===== src/shared/htx_pkg.sv =====
// Shared constants and types for the host transport setup/self-test transmitter
package htx_pkg;
  // ----------------------------------------
  // Datapath widths
  // ----------------------------------------
  localparam int WORD_W = 32;
  localparam int IDX_W = 3;
  // ----------------------------------------
  // Frame lengths in words
  // ----------------------------------------
  localparam logic [2:0] SETUP_WORDS = 3'h7;
  localparam logic [2:0] SELF_WORDS = 3'h3;
  // ----------------------------------------
  // Frame type codes (values are arbitrary)
  // ----------------------------------------
  localparam logic [7:0] SETUP_TYPE_CODE = 8'h01;
  localparam logic [7:0] SELF_TYPE_CODE = 8'h02;
  // ----------------------------------------
  // Field positions in the first word
  // ----------------------------------------
  localparam int TYPE_LSB = 0;
  localparam int DIR_BIT = 13;
  localparam int IRQ_BIT = 14;
  localparam int MODE_LSB = 16;
  // ----------------------------------------
  // Reset values
  // ----------------------------------------
  localparam logic PEND_RST = 1'b0;
  localparam logic [IDX_W-1:0] IDX_RST = 3'h0;
  // ----------------------------------------
  // Transport states, one-hot
  // ----------------------------------------
  typedef enum logic [4:0] {
    host_transport_idle_state = 5'h01,
    setup_frame_build_state = 5'h02,
    setup_frame_status_wait_state = 5'h04,
    selftest_frame_build_state = 5'h08,
    selftest_frame_status_wait_state = 5'h10
  } htx_state_t;
endpackage


===== src/htx_word_buffer.sv =====
// Two-entry buffer between frame builder and link, outputs from flops
`timescale 1ns/10ps
`default_nettype none
module htx_word_buffer (
  input wire logic clock_in,
  input wire logic rst_in,
  input wire logic flush_in,
  input wire logic in_valid_in,
  input wire logic [htx_pkg::WORD_W:0] in_data_in,
  output logic in_ready_out,
  output logic out_valid_out,
  output logic [htx_pkg::WORD_W:0] out_data_out,
  input wire logic out_ready_in
);
  // ----------------------------------------
  // Storage
  // ----------------------------------------
  // Skid entry catches a word pushed while the link stalls
  logic skid_valid_r;
  logic [htx_pkg::WORD_W:0] skid_data_r;
  logic out_take;
  logic in_take;

  assign out_take = out_valid_out && out_ready_in;
  assign in_take = in_valid_in && in_ready_out;

  // Ready towards the builder only while the skid entry is free
  always_ff @(posedge clock_in or posedge rst_in) begin
    if (rst_in) begin
      in_ready_out <= 1'b1;
    end else if (flush_in) begin
      in_ready_out <= 1'b1;
    end else begin
      in_ready_out <= !(skid_valid_r || (in_take && out_valid_out && !out_ready_in));
    end
  end

  // Head entry drives the link directly
  always_ff @(posedge clock_in or posedge rst_in) begin
    if (rst_in) begin
      out_valid_out <= 1'b0;
      out_data_out <= '0;
    end else if (flush_in) begin
      out_valid_out <= 1'b0;
    end else if (!out_valid_out || out_ready_in) begin
      // Head refills from skid first to keep word order
      if (skid_valid_r) begin
        out_valid_out <= 1'b1;
        out_data_out <= skid_data_r;
      end else begin
        out_valid_out <= in_take;
        if (in_take) begin
          out_data_out <= in_data_in;
        end
      end
    end
  end

  // Skid entry fills when head is busy and stalled
  always_ff @(posedge clock_in or posedge rst_in) begin
    if (rst_in) begin
      skid_valid_r <= 1'b0;
      skid_data_r <= '0;
    end else if (flush_in) begin
      skid_valid_r <= 1'b0;
    end else if (skid_valid_r) begin
      if (out_ready_in) begin
        skid_valid_r <= 1'b0;
      end
    end else if (in_take && out_valid_out && !out_ready_in) begin
      skid_valid_r <= 1'b1;
      skid_data_r <= in_data_in;
    end
  end
endmodule
`default_nettype wire


===== src/htx_frame_words.sv =====
// Frame word builder for setup and self-test activation frames
`timescale 1ns/10ps
`default_nettype none
module htx_frame_words (
  input wire logic sel_setup_in,
  input wire logic [htx_pkg::IDX_W-1:0] idx_in,
  input wire logic dir_in,
  input wire logic irq_in,
  input wire logic [63:0] buf_id_in,
  input wire logic [31:0] buf_off_in,
  input wire logic [31:0] count_in,
  input wire logic [7:0] mode_in,
  input wire logic [31:0] pat0_in,
  input wire logic [31:0] pat1_in,
  output logic [htx_pkg::WORD_W-1:0] word_out,
  output logic last_out
);
  // ----------------------------------------
  // Word selection
  // ----------------------------------------
  // Header word with type code, plus flags (setup) or mode (self-test)
  always_comb begin
    word_out = '0;
    if (sel_setup_in) begin
      case (idx_in)
        3'h0: begin
          word_out[htx_pkg::TYPE_LSB +: 8] = htx_pkg::SETUP_TYPE_CODE;
          word_out[htx_pkg::DIR_BIT] = dir_in;
          word_out[htx_pkg::IRQ_BIT] = irq_in;
        end
        3'h1: word_out = buf_id_in[31:0];
        3'h2: word_out = buf_id_in[63:32];
        3'h4: word_out = buf_off_in;
        3'h5: word_out = count_in;
        default: word_out = '0;
      endcase
    end else begin
      case (idx_in)
        3'h0: begin
          word_out[htx_pkg::TYPE_LSB +: 8] = htx_pkg::SELF_TYPE_CODE;
          word_out[htx_pkg::MODE_LSB +: 8] = mode_in;
        end
        3'h1: word_out = pat0_in;
        3'h2: word_out = pat1_in;
        default: word_out = '0;
      endcase
    end
  end

  // Final word marker per frame type
  assign last_out = sel_setup_in ? (idx_in == htx_pkg::SETUP_WORDS - 3'h1)
                                 : (idx_in == htx_pkg::SELF_WORDS - 3'h1);
endmodule
`default_nettype wire


===== src/htx_transport.sv =====
// Host transport transmit control for setup and self-test activation frames
`timescale 1ns/10ps
`default_nettype none
// Notes on behaviour
// Setup request moves idle to setup build
// Setup frame carries direction, buffer, offset, count, irq
// Notify link first, then hand words
// Last word taken: done pulse, status wait
// Illegal transition in build returns idle
// Incoming frame in build returns idle
// Setup wait holds for ending status
// Setup good status: idle, frame delivered
// Setup bad status: idle, frame stays pending
// Receiver programs DMA, data frames follow
// Self-test request builds activation frame
// Self-test good status returns idle
// Self-test error returns idle, retry optional
// Application switches layers into test mode
// Pending flag per type drives retries
module htx_transport (
  input wire logic clock_in,
  input wire logic rst_in,
  // Application side
  input wire logic setup_req_in,
  input wire logic setup_dir_in,
  input wire logic setup_irq_in,
  input wire logic [63:0] setup_buf_id_in,
  input wire logic [31:0] setup_buf_off_in,
  input wire logic [31:0] setup_count_in,
  input wire logic selftest_req_in,
  input wire logic selftest_retry_en_in,
  input wire logic [7:0] selftest_mode_in,
  input wire logic [31:0] selftest_pat0_in,
  input wire logic [31:0] selftest_pat1_in,
  output logic setup_pending_out,
  output logic selftest_pending_out,
  output logic setup_sent_out,
  output logic selftest_sent_out,
  output logic busy_out,
  // Link side
  output logic link_tx_start_out,
  output logic link_tx_valid_out,
  output logic [31:0] link_tx_data_out,
  output logic link_tx_last_out,
  input wire logic link_tx_ready_in,
  output logic link_tx_done_out,
  input wire logic link_illegal_in,
  input wire logic link_rx_busy_in,
  input wire logic link_status_valid_in,
  input wire logic link_status_err_in
);
  // ----------------------------------------
  // Declarations
  // ----------------------------------------
  htx_pkg::htx_state_t state_r; // Transport state
  htx_pkg::htx_state_t state_nxt;
  logic [htx_pkg::IDX_W-1:0] idx_r; // Next word to push
  logic all_pushed_r; // Final word already in buffer
  logic in_build;
  logic abort;
  logic push;
  logic buf_ready;
  logic last_taken;
  logic [31:0] word;
  logic word_last;
  logic [32:0] buf_out;
  // Latched frame content, held steady during a build
  logic dir_r;
  logic irq_r;
  logic [63:0] buf_id_r;
  logic [31:0] buf_off_r;
  logic [31:0] count_r;
  logic [7:0] mode_r;
  logic [31:0] pat0_r;
  logic [31:0] pat1_r;
  assign in_build = (state_r == htx_pkg::setup_frame_build_state) ||
                    (state_r == htx_pkg::selftest_frame_build_state);
  // Illegal transition and incoming frame abort a build alike
  assign abort = in_build && (link_illegal_in || link_rx_busy_in);
  // words only after notify cycle
  assign push = in_build && !link_tx_start_out && !all_pushed_r && buf_ready;
  assign last_taken = in_build && link_tx_valid_out && link_tx_ready_in && link_tx_last_out;
  assign link_tx_data_out = buf_out[31:0];
  assign link_tx_last_out = buf_out[32];

  // ----------------------------------------
  // Frame builder and buffer
  // ----------------------------------------
  // five setup items placed in words
  htx_frame_words u_words (
    .sel_setup_in(state_r == htx_pkg::setup_frame_build_state),
    .idx_in(idx_r),
    .dir_in(dir_r),
    .irq_in(irq_r),
    .buf_id_in(buf_id_r),
    .buf_off_in(buf_off_r),
    .count_in(count_r),
    .mode_in(mode_r),
    .pat0_in(pat0_r),
    .pat1_in(pat1_r),
    .word_out(word),
    .last_out(word_last)
  );
  // Flushed on abort so a stale word never leaks into the next frame
  htx_word_buffer u_buf (
    .clock_in(clock_in),
    .rst_in(rst_in),
    .flush_in(abort),
    .in_valid_in(push),
    .in_data_in({word_last, word}),
    .in_ready_out(buf_ready),
    .out_valid_out(link_tx_valid_out),
    .out_data_out(buf_out),
    .out_ready_in(link_tx_ready_in)
  );

  // ----------------------------------------
  // Content capture
  // ----------------------------------------
  // Requests during the own frame's build are not latched
  always_ff @(posedge clock_in or posedge rst_in) begin
    if (rst_in) begin
      dir_r <= 1'b0;
      irq_r <= 1'b0;
      buf_id_r <= '0;
      buf_off_r <= '0;
      count_r <= '0;
    end else if (setup_req_in && state_r != htx_pkg::setup_frame_build_state) begin
      dir_r <= setup_dir_in;
      irq_r <= setup_irq_in;
      buf_id_r <= setup_buf_id_in;
      buf_off_r <= setup_buf_off_in;
      count_r <= setup_count_in;
    end
  end
  // Self-test content
  always_ff @(posedge clock_in or posedge rst_in) begin
    if (rst_in) begin
      mode_r <= '0;
      pat0_r <= '0;
      pat1_r <= '0;
    end else if (selftest_req_in && state_r != htx_pkg::selftest_frame_build_state) begin
      mode_r <= selftest_mode_in;
      pat0_r <= selftest_pat0_in;
      pat1_r <= selftest_pat1_in;
    end
  end

  // ----------------------------------------
  // State machine
  // ----------------------------------------
  always_comb begin
    state_nxt = state_r;
    case (state_r)
      htx_pkg::host_transport_idle_state: begin
        // Hold off while a frame arrives; setup wins over self-test
        if (!link_rx_busy_in && setup_pending_out) begin
          // enter setup build
          state_nxt = htx_pkg::setup_frame_build_state;
        end else if (!link_rx_busy_in && selftest_pending_out) begin
          // enter self-test build
          state_nxt = htx_pkg::selftest_frame_build_state;
        end
      end
      htx_pkg::setup_frame_build_state: begin
        if (abort) begin
          // abandon to idle
          state_nxt = htx_pkg::host_transport_idle_state;
        end else if (last_taken) begin
          // setup to status wait
          state_nxt = htx_pkg::setup_frame_status_wait_state;
        end
      end
      htx_pkg::selftest_frame_build_state: begin
        if (abort) begin
          // abandon to idle
          state_nxt = htx_pkg::host_transport_idle_state;
        end else if (last_taken) begin
          // self-test to status wait
          state_nxt = htx_pkg::selftest_frame_status_wait_state;
        end
      end
      htx_pkg::setup_frame_status_wait_state,
      htx_pkg::selftest_frame_status_wait_state: begin
        // wait, then idle on any status
        if (link_status_valid_in) begin
          state_nxt = htx_pkg::host_transport_idle_state;
        end
      end
      default: state_nxt = htx_pkg::host_transport_idle_state;
    endcase
  end
  // State register
  always_ff @(posedge clock_in or posedge rst_in) begin
    if (rst_in) begin
      state_r <= htx_pkg::host_transport_idle_state;
    end else begin
      state_r <= state_nxt;
    end
  end
  // notify pulse on entering a build state
  always_ff @(posedge clock_in or posedge rst_in) begin
    if (rst_in) begin
      link_tx_start_out <= 1'b0;
    end else begin
      link_tx_start_out <= (state_r == htx_pkg::host_transport_idle_state) &&
                           (state_nxt != htx_pkg::host_transport_idle_state);
    end
  end
  // Word index, restarted for every attempt
  always_ff @(posedge clock_in or posedge rst_in) begin
    if (rst_in) begin
      idx_r <= htx_pkg::IDX_RST;
      all_pushed_r <= 1'b0;
    end else if (!in_build || abort) begin
      idx_r <= htx_pkg::IDX_RST;
      all_pushed_r <= 1'b0;
    end else if (push) begin
      idx_r <= idx_r + 3'h1;
      all_pushed_r <= word_last;
    end
  end
  // completion pulse to the link
  always_ff @(posedge clock_in or posedge rst_in) begin
    if (rst_in) begin
      link_tx_done_out <= 1'b0;
    end else begin
      link_tx_done_out <= last_taken && !abort;
    end
  end

  // ----------------------------------------
  // Pending flags and delivery pulses
  // ----------------------------------------
  // setup pending; a new request wins over a clear
  always_ff @(posedge clock_in or posedge rst_in) begin
    if (rst_in) begin
      setup_pending_out <= htx_pkg::PEND_RST;
    end else if (setup_req_in) begin
      setup_pending_out <= 1'b1;
    end else if (state_r == htx_pkg::setup_frame_status_wait_state &&
                 link_status_valid_in && !link_status_err_in) begin
      // delivered, R9 error keeps it set
      setup_pending_out <= 1'b0;
    end
  end
  // self-test pending; retry only when enabled
  always_ff @(posedge clock_in or posedge rst_in) begin
    if (rst_in) begin
      selftest_pending_out <= htx_pkg::PEND_RST;
    end else if (selftest_req_in) begin
      selftest_pending_out <= 1'b1;
    end else if (state_r == htx_pkg::selftest_frame_status_wait_state &&
                 link_status_valid_in && !(link_status_err_in && selftest_retry_en_in)) begin
      // optional retry
      selftest_pending_out <= 1'b0;
    end
  end
  // delivery pulses to the application
  always_ff @(posedge clock_in or posedge rst_in) begin
    if (rst_in) begin
      setup_sent_out <= 1'b0;
      selftest_sent_out <= 1'b0;
      busy_out <= 1'b0;
    end else begin
      setup_sent_out <= state_r == htx_pkg::setup_frame_status_wait_state &&
                        link_status_valid_in && !link_status_err_in;
      selftest_sent_out <= state_r == htx_pkg::selftest_frame_status_wait_state &&
                           link_status_valid_in && !link_status_err_in;
      busy_out <= state_nxt != htx_pkg::host_transport_idle_state;
    end
  end
endmodule
`default_nettype wire


===== config.mk =====
export PLATFORM = sky130hd
export DESIGN_NAME = htx_transport
export DESIGN_NICKNAME = d
export VERILOG_FILES = /design/src/shared/htx_pkg.sv /design/src/htx_word_buffer.sv /design/src/htx_frame_words.sv /design/src/htx_transport.sv
export SDC_FILE = /design/constraint.sdc
export NUM_CORES = 1
export LEC_CHECK = 0
export ABC_AREA = 1
export BUFFER_PORTS_ARGS = -buffer_cell sky130_fd_sc_hd__buf_2
export CORE_ASPECT_RATIO = 0.9
export CORE_UTILIZATION = 56
export CTS_CLUSTER_DIAMETER = 150
export CTS_CLUSTER_SIZE = 14
export DETAILED_ROUTE_END_ITERATION = 8
export PLACE_DENSITY_LB_ADDON = 0.08
export RECOVER_POWER = 100
export SLEW_MARGIN = 20
export SYNTH_ARGS = -nofsm -noshare
export SYNTH_HDL_FRONTEND = slang
export SYNTH_SLANG_ARGS = --single-unit

===== constraint.sdc =====
create_clock -name clock_in -period 10.4 [get_ports clock_in]
set_input_delay 0.52 -clock clock_in [delete_from_list [all_inputs] [get_ports clock_in]]
set_output_delay 0.52 -clock clock_in [all_outputs]
set_load 0.01 [all_outputs]

=== After elaboration in Yosys (flattened, before gate mapping) ===
Index checks and enable logic that the tools add are counted.

* Register bits after elaboration: 287
* Input port bits: 212
* Output and inout port bits: 41

* $add $sub $neg: 1
* Eq/ne operators: 13
* Muxes and demuxes: 36
* Bitwise gates (word level): 2
* Reductions and logical operators: 46

{| class="wikitable"
|+ Operator list
! operator !! number
|-
| $pmux 17 s4 || 1
|-
| $mux 33 || 2
|-
| $pmux 8 s3 || 2
|-
| $pmux 5 s4 || 2
|-
| $pmux 8 s5 || 1
|-
| $mux 5 || 7
|-
| $mux 32 || 1
|-
| $pmux 8 s2 || 2
|-
| $logic_and 1x1->1 || 22
|-
| $mux 1 || 15
|-
| $logic_not 1->1 || 10
|-
| $pmux 2 s5 || 1
|-
| $reduce_bool 2->1 || 5
|-
| $eq 3x3->1 const B || 3
|-
| $mux 3 || 2
|-
| $reduce_and 3->1 || 2
|-
| $eq 5x1->1 const B || 1
|-
| $eq 5x2->1 const B || 1
|-
| $eq 5x3->1 const B || 1
|-
| $eq 5x4->1 const B || 1
|-
| $eq 5x5->1 const B || 1
|-
| $logic_or 1x1->1 || 5
|-
| $ne 5x1->1 const B || 1
|-
| $ne 5x2->1 const B || 1
|-
| 7 further kinds || 8
|}

=== Depth between registers and ports, before layout ===
* Depth after elaboration: 11
* Gate-level depth with buffers: 13
* Mapped depth without buffers: 12

=== By module ===
A second synthesis with hierarchy kept.

* Cell total of the unflattened synthesis: 1352
* Area, all modules: 13400.4 um^2

{| class="wikitable"
|+ Modules (own cells, without submodules)
! module !! times used !! cells each !! area each (um^2) !! sequential area each (um^2)
|-
| htx_transport || 1 || 521 || 8345.5 || 5456.5
|-
| htx_word_buffer || 1 || 410 || 3243.1 || 1727.9
|-
| htx_frame_words || 1 || 421 || 1811.7 || 0.0
|}

=== Worst setup path before layout ===
No wires, ideal clock.

* Path kind: flip-flop to flip-flop
* Start point: register idx_r[0] in the netlist's numbering
* End point: register u_buf.out_data_out[0] in the netlist's numbering
* Setup time: 0.117 ns
* Arrival time: 1.651 ns
* Required time: 10.283 ns
* Path slack: 8.631 ns
* Cell stages (with the launch flop): 12
* Buffers on the path: 1
* Period minus slack after synthesis: 1.769 ns
* Cells stage by stage: dfrtp_1 -> inv_1 -> ha_1 -> buf_2 -> o21ai_0 -> nand3_1 -> nand2_1 -> inv_1 -> nand2_1 -> nand3_1 -> nand3_1 -> nand2_1

* Cells in the longest elaborated chain, start to end: 5
* Elaborated cells on any way between the ends: 10
* Those cells by class: eq/ne: 4; mux: 5; reduce/logical: 1

{| class="wikitable"
|+ RTL lines
! item !! RTL line !! RTL
|-
| start, declared || htx_transport.sv:57 || <nowiki>logic [htx_pkg::IDX_W-1:0] idx_r;</nowiki>
|-
| start signal, assigned || htx_transport.sv:213 || <nowiki>idx_r <= htx_pkg::IDX_RST;</nowiki>
|-
| start signal, assigned || htx_transport.sv:216 || <nowiki>idx_r <= htx_pkg::IDX_RST;</nowiki>
|-
| start signal, assigned || htx_transport.sv:219 || <nowiki>idx_r <= idx_r + 3'h1;</nowiki>
|-
| $eq 3x3->1 (tied with other cells) || htx_frame_words.sv:25 || <nowiki>case (idx_in)</nowiki>
|-
| $pmux 8 s5 or $pmux 8 s3 (tied branches) || htx_frame_words.sv:25, htx_frame_words.sv:38 ||
|-
| $mux 32 (*) || htx_frame_words.sv:24 || <nowiki>if (sel_setup_in) begin</nowiki>
|-
| $mux 33 (*) || htx_word_buffer.sv:52 || <nowiki>if (in_take) begin</nowiki>
|-
| $mux 33 (*) || htx_word_buffer.sv:47 || <nowiki>if (skid_valid_r) begin</nowiki>
|-
| end signal, assigned || htx_word_buffer.sv:49 || <nowiki>out_data_out <= skid_data_r;</nowiki>
|-
| end signal, assigned || htx_word_buffer.sv:53 || <nowiki>out_data_out <= in_data_in;</nowiki>
|-
| end, declared || htx_word_buffer.sv:12 || <nowiki>output logic [htx_pkg::WORD_W:0] out_data_out,</nowiki>
|}

Mark *: on every way between the ends. The rest lies on a longest branch, timed or not. The select of a mux whose other input is x is not followed.
A chain may end at the register's enable or synchronous reset.

=== Worst setup path after layout ===
* Start point: register state_r[2]
* End point: register u_buf.skid_data_r[14] in the netlist's numbering

* Cells in the longest elaborated chain, start to end: 9
* Elaborated cells on any way between the ends: 13
* Those cells by class: eq/ne: 2; mux: 1; bitwise: 1; reduce/logical: 9

{| class="wikitable"
|+ RTL lines
! item !! RTL line !! RTL
|-
| start, declared || htx_transport.sv:55 || <nowiki>htx_pkg::htx_state_t state_r;</nowiki>
|-
| start signal, assigned || htx_transport.sv:196 || <nowiki>state_r <= htx_pkg::host_transport_idle_state;</nowiki>
|-
| start signal, assigned || htx_transport.sv:198 || <nowiki>state_r <= state_nxt;</nowiki>
|-
| $eq 5x2->1 or $eq 5x4->1 (tied branches) || htx_transport.sv:76, htx_transport.sv:91, htx_transport.sv:77 ||
|-
| $logic_or 1x1->1 || htx_transport.sv:76 || <nowiki>assign in_build = (state_r == htx_pkg::setup_frame_build_state) ||</nowiki>
|-
| $logic_and 1x1->1 (3 in series) || htx_transport.sv:81 || <nowiki>assign push = in_build && !link_tx_start_out && !all_pushed_r && buf_ready;</nowiki>
|-
| $logic_and 1x1->1 || htx_word_buffer.sv:25 || <nowiki>assign in_take = in_valid_in && in_ready_out;</nowiki>
|-
| $logic_and 1x1->1 (2 in series) || htx_word_buffer.sv:70 || <nowiki>end else if (in_take && out_valid_out && !out_ready_in) begin</nowiki>
|-
| $reduce_and 3->1 (no line) || - ||
|-
| end signal, assigned || htx_word_buffer.sv:72 || <nowiki>skid_data_r <= in_data_in;</nowiki>
|-
| end, declared || htx_word_buffer.sv:20 || <nowiki>logic [htx_pkg::WORD_W:0] skid_data_r;</nowiki>
|}

Parallel ways exist; a longest one is shown, timed or not.

==> results list <==
* Outcome: complete, but fails checks
* Violations in the final reports: max-capacitance violations, max-slew violations
- The placed instances occupy a cell area of approximately 15000 um^2.
- Top cell type's share of synthesized area: 53.99%
* Tightest slew margin relative to the limit: -190.9%
- Largest net degree at the start of global routing: 188
* Worst slew pin tran: 4340 ps
- Total power for the finished layout comes to 3.188 mW.
- The first routing iteration left 815 violations.
* Category of the critical setup timing path: flip-flop to flip-flop
- Largest area contributor in the netlist: sky130_fd_sc_hd__dfrtp_1
- Global-route wire length before repair: between 50 and 60 mm
- Highest ir drop seen on vdd: 180.5 uV
- Worst Setup Start Kind: flip-flop
* Shortest clock period the worst path allows after layout: around 5400 ps
* Floorplan row count: 52
- Of the available clock period, the critical path in the final layout requires 51.60%.
* Power dissipated by switching net loads: 0.9843 mW
* Number of design rule violations left after detail routing: 0
* Post-Layout Inst Area: about 15000 um^2
- Ys async rst share: 100.0%
* Congestion Overflow GR: 0
* Die height: 147.7 um
- Cell leakage power: 7.507 nW
* Primary FF master, synth: sky130_fd_sc_hd__dfrtp_1
* Critical path fanouts, max: 38
- Count of flip-flops with a built-in enable after synthesis: 0
- Derived from the worst setup path, the maximum achievable clock frequency is 186.3 MHz.
- The number of endpoints with negative hold slack in the final report was 0.
- In this run the deepest clock path goes through 3 buffers.
- Die ar.: 24210 um^2
- Syn-to-layout area delta: 14.55%
- Worst EP required: between 10000 and 15000 ps
* Total half-perimeter wirelength after legalization and detailed placement: 22.34 mm
* Total number of clock tree sinks: approximately 290
- CTS Buf Count: 24
- Clock-pin slew was measured on the worst setup and hold paths at ~70 ps.
* Worst endpoint data arrival time: between 5000 and 6000 ps
- Post-CTS timing repair inserted 0 buffers for setup.
- The Yosys step of the flow raised 0 warnings.
* Horizontal die dimension: 163.9 um
* Instance count of the mapped netlist: 1361
- The tree is rooted in a sky130_fd_sc_hd__clkbuf_16.
* Number of distinct library cells after synthesis: 38
- Averaged over all synthesized cells, the footprint is 9.706 um^2.
- In this run the tool buffered the top-level ports with 252 buffer cells.
- Initial antenna violation count: 17
* Total via count in the routed design: 10.04k
- Setup TNS: 0 ps
- Setup violations remaining at the end of the flow were counted as 0.
* Most common library cells after synthesis: sky130_fd_sc_hd__nand2_1 (419), sky130_fd_sc_hd__dfrtp_1 (285), sky130_fd_sc_hd__mux2_2 (172)
- The post-route netlist has around 28% of its cells at a drive strength greater than 1.
- Number of gates given a new drive strength after cts: 0
- Leading post-synthesis cells by cell area: sky130_fd_sc_hd__dfrtp_1 (54%), sky130_fd_sc_hd__mux2_2 (15%), sky130_fd_sc_hd__nand2_1 (12%)
- In the routed layout, each cell is associated on average with a via count of 5.317.
- The region available for standard cell placement spans 22840 um^2.
- Max-cap viol count: 4
- Syn Nets: between 1.5k and 2k
- Among all cell types in the netlist, the one instantiated most often is sky130_fd_sc_hd__nand2_1.
- Clock Skew: 12.41 ps
- Post-synthesis register bit count: 287
- Routability-driven placement finished with a final weighted congestion of 0.8140.
- The first detailed-routing pass took 5 iterations.
* CTS tree: yes
- In this run the cell area of the synthesized design comes to 13210 um^2.
- For this run, the total global-route usage over all layers was measured as approximately 28%.
- Effective utilization at floorplan: between 50% and 60%
* DR WL/cell: between 15 and 20 um
* Gate power share: about 24%
- Setup repair after global routing left no endpoint under its margin.
- Final #Nets: roughly 1.8k
- HP Class: primary input to flip-flop
- In this run, the clock network consumes about a quarter of the power.
* Sequential share of power: 49.7%
* Antenna Violating Nets Remaining: 0
* Internal Pwr Total: 2.204 mW
* Final core utilization: between 60% and 70%
- The worst setup path is captured at a flip-flop.
- Hold repair after CTS inserted 0 buffers.
- In this run the power density over the cells is approximately 210 nW/um^2.
* CTS H-tree depth: 1
- The share of the Yosys chip area taken by registers is 54.39%.
- The final layout contains routed wiring with a total length of approximately 33 mm.
- For this design the top-level I/O count stands at 253.
- Count of final max-slew check failures: 276
- For the worst-skew pair, the clock arrives at the later sink with an insertion delay of 520 ps.
- The via count of the first global-routing pass came to approximately 10k.
- Net switching is 30.87% of the power.
* Hold Slack: 200.8 ps
==> logic make-up (layout without fill, tap and decap cells) <==
logic type                 after synthesis  count (layout)  synth area share [%]
and+or+nand+nor                        662             662                 21.30
DFF                                    287             287                 54.39
muxes                                  185             185                 15.76
buffers and inverters                  154             377                 5.361
other                                    0               7                     0
adders and majority gates                4               4                0.3789
AOI/OAI and AO/OA                       69              69                 2.813
==> worst paths after layout <==
kind                                                    startpoint                                  to  slack, ps  depth (start not counted)
worst max-delay path                          state_r[2]$_DFF_PP0_   u_buf.skid_data_r[14]$_DFFE_PP0P_       5030                          7
worst min-delay path                            link_status_err_in         selftest_sent_out$_DFF_PP0_        200                          2
worst max register to register                state_r[2]$_DFF_PP0_   u_buf.skid_data_r[14]$_DFFE_PP0P_       5030                          7
worst min register to register  u_buf.out_data_out[16]$_DFFE_PP0P_  u_buf.out_data_out[16]$_DFFE_PP0P_        490                          2
max in group asynchronous                                   rst_in            buf_id_r[20]$_DFFE_PP0P_       5290                          4
min in group asynchronous                                   rst_in               pat1_r[3]$_DFFE_PP0P_       1290                          2
==> placed cells by master (no fill, tap or decap), types with 2 or more instances in the layout <==
| cell type | instances |
|---|---|
| sky130_fd_sc_hd__a21oi_1 | 24 |
| sky130_fd_sc_hd__buf_2 | 211 |
| sky130_fd_sc_hd__buf_4 | 4 |
| sky130_fd_sc_hd__clkbuf_1 | 52 |
| sky130_fd_sc_hd__clkbuf_16 | 25 |
| sky130_fd_sc_hd__clkinv_1 | 2 |
| sky130_fd_sc_hd__dfrtp_1 | 285 |
| sky130_fd_sc_hd__dfstp_2 | 2 |
| sky130_fd_sc_hd__diode_2 | 7 |
| sky130_fd_sc_hd__ha_1 | 4 |
| sky130_fd_sc_hd__inv_1 | 79 |
| sky130_fd_sc_hd__mux2_1 | 12 |
| sky130_fd_sc_hd__mux2_2 | 172 |
| sky130_fd_sc_hd__nand2_1 | 421 |
| sky130_fd_sc_hd__nand3_1 | 122 |
| sky130_fd_sc_hd__nand4_1 | 27 |
| sky130_fd_sc_hd__nor2_1 | 70 |
| sky130_fd_sc_hd__nor2_2 | 3 |
| sky130_fd_sc_hd__nor2_4 | 2 |
| sky130_fd_sc_hd__nor3b_1 | 2 |
| sky130_fd_sc_hd__o21ai_0 | 30 |
| sky130_fd_sc_hd__o21bai_1 | 3 |
| sky130_fd_sc_hd__o22ai_1 | 9 |
| sky130_fd_sc_hd__or2_2 | 11 |
==> power groups by stage <==
stage / Clock, mW / Combinational, mW / Sequential [mW]
final: 0.825 / 0.779 / 1.58
after global routing: 0.881 / 0.876 / 1.62
after CTS: 0.842 / 0.799 / 1.58
after detailed placement: 0 / 0.795 / 1.60
after global placement: 0 / 0.773 / 1.59
after floorplan: 0 / 0.567 / 1.58
==> routing by layer <==
layer  global-route usage, %  wire, um  vias up
met5                       0       129        -
met4                   6.019       549       20
met3                   6.425      2368       57
met2                   40.19     14230      296
met1                   42.46     15550     4810
li1                        -         -     4856
==> stage by stage <==
step | setup WS (ps) | cells
finish | 5034 | 1888
global route | 4195 | 1886
CTS | 7092 | 1879
detailed placement | 7139 | 1844
global placement | 7162 | 1844
floorplan | 1963 | 1361
==> area by class of cell <==
type / count / area [um^2]
diodes: 7 / 17.52
flip-flops and latches: 287 / 7184
clock inverters: 1 / 8.758
repair buffers: 259 / 1275
inverters: 83 / 312.8
well taps: 297 / 371.6
clock buffers: 34 / 659.4
multi-input cells: 920 / 5303
fillers: 1928 / 7705
==> critical path, cell delays in order (launching register included) <==
cell                       delay (ps)
sky130_fd_sc_hd__dfrtp_1          400
sky130_fd_sc_hd__nor2_1           220
sky130_fd_sc_hd__nand3_1         1300
sky130_fd_sc_hd__nand2_1          780
sky130_fd_sc_hd__nand4_1          210
sky130_fd_sc_hd__nor2_1          1090
sky130_fd_sc_hd__clkbuf_1         970
sky130_fd_sc_hd__o21ai_0          200
==> sequential cells by signal, summed over array words and instances, names as in the netlist, 3 cells and up <==
register            cells
buf_id_r               64
buf_off_r              32
count_r                32
idx_r                   3
mode_r                  8
pat0_r                 32
pat1_r                 32
state_r                 5
u_buf.out_data_out     33
u_buf.skid_data_r      33
(Power assumes the default switching activity.)
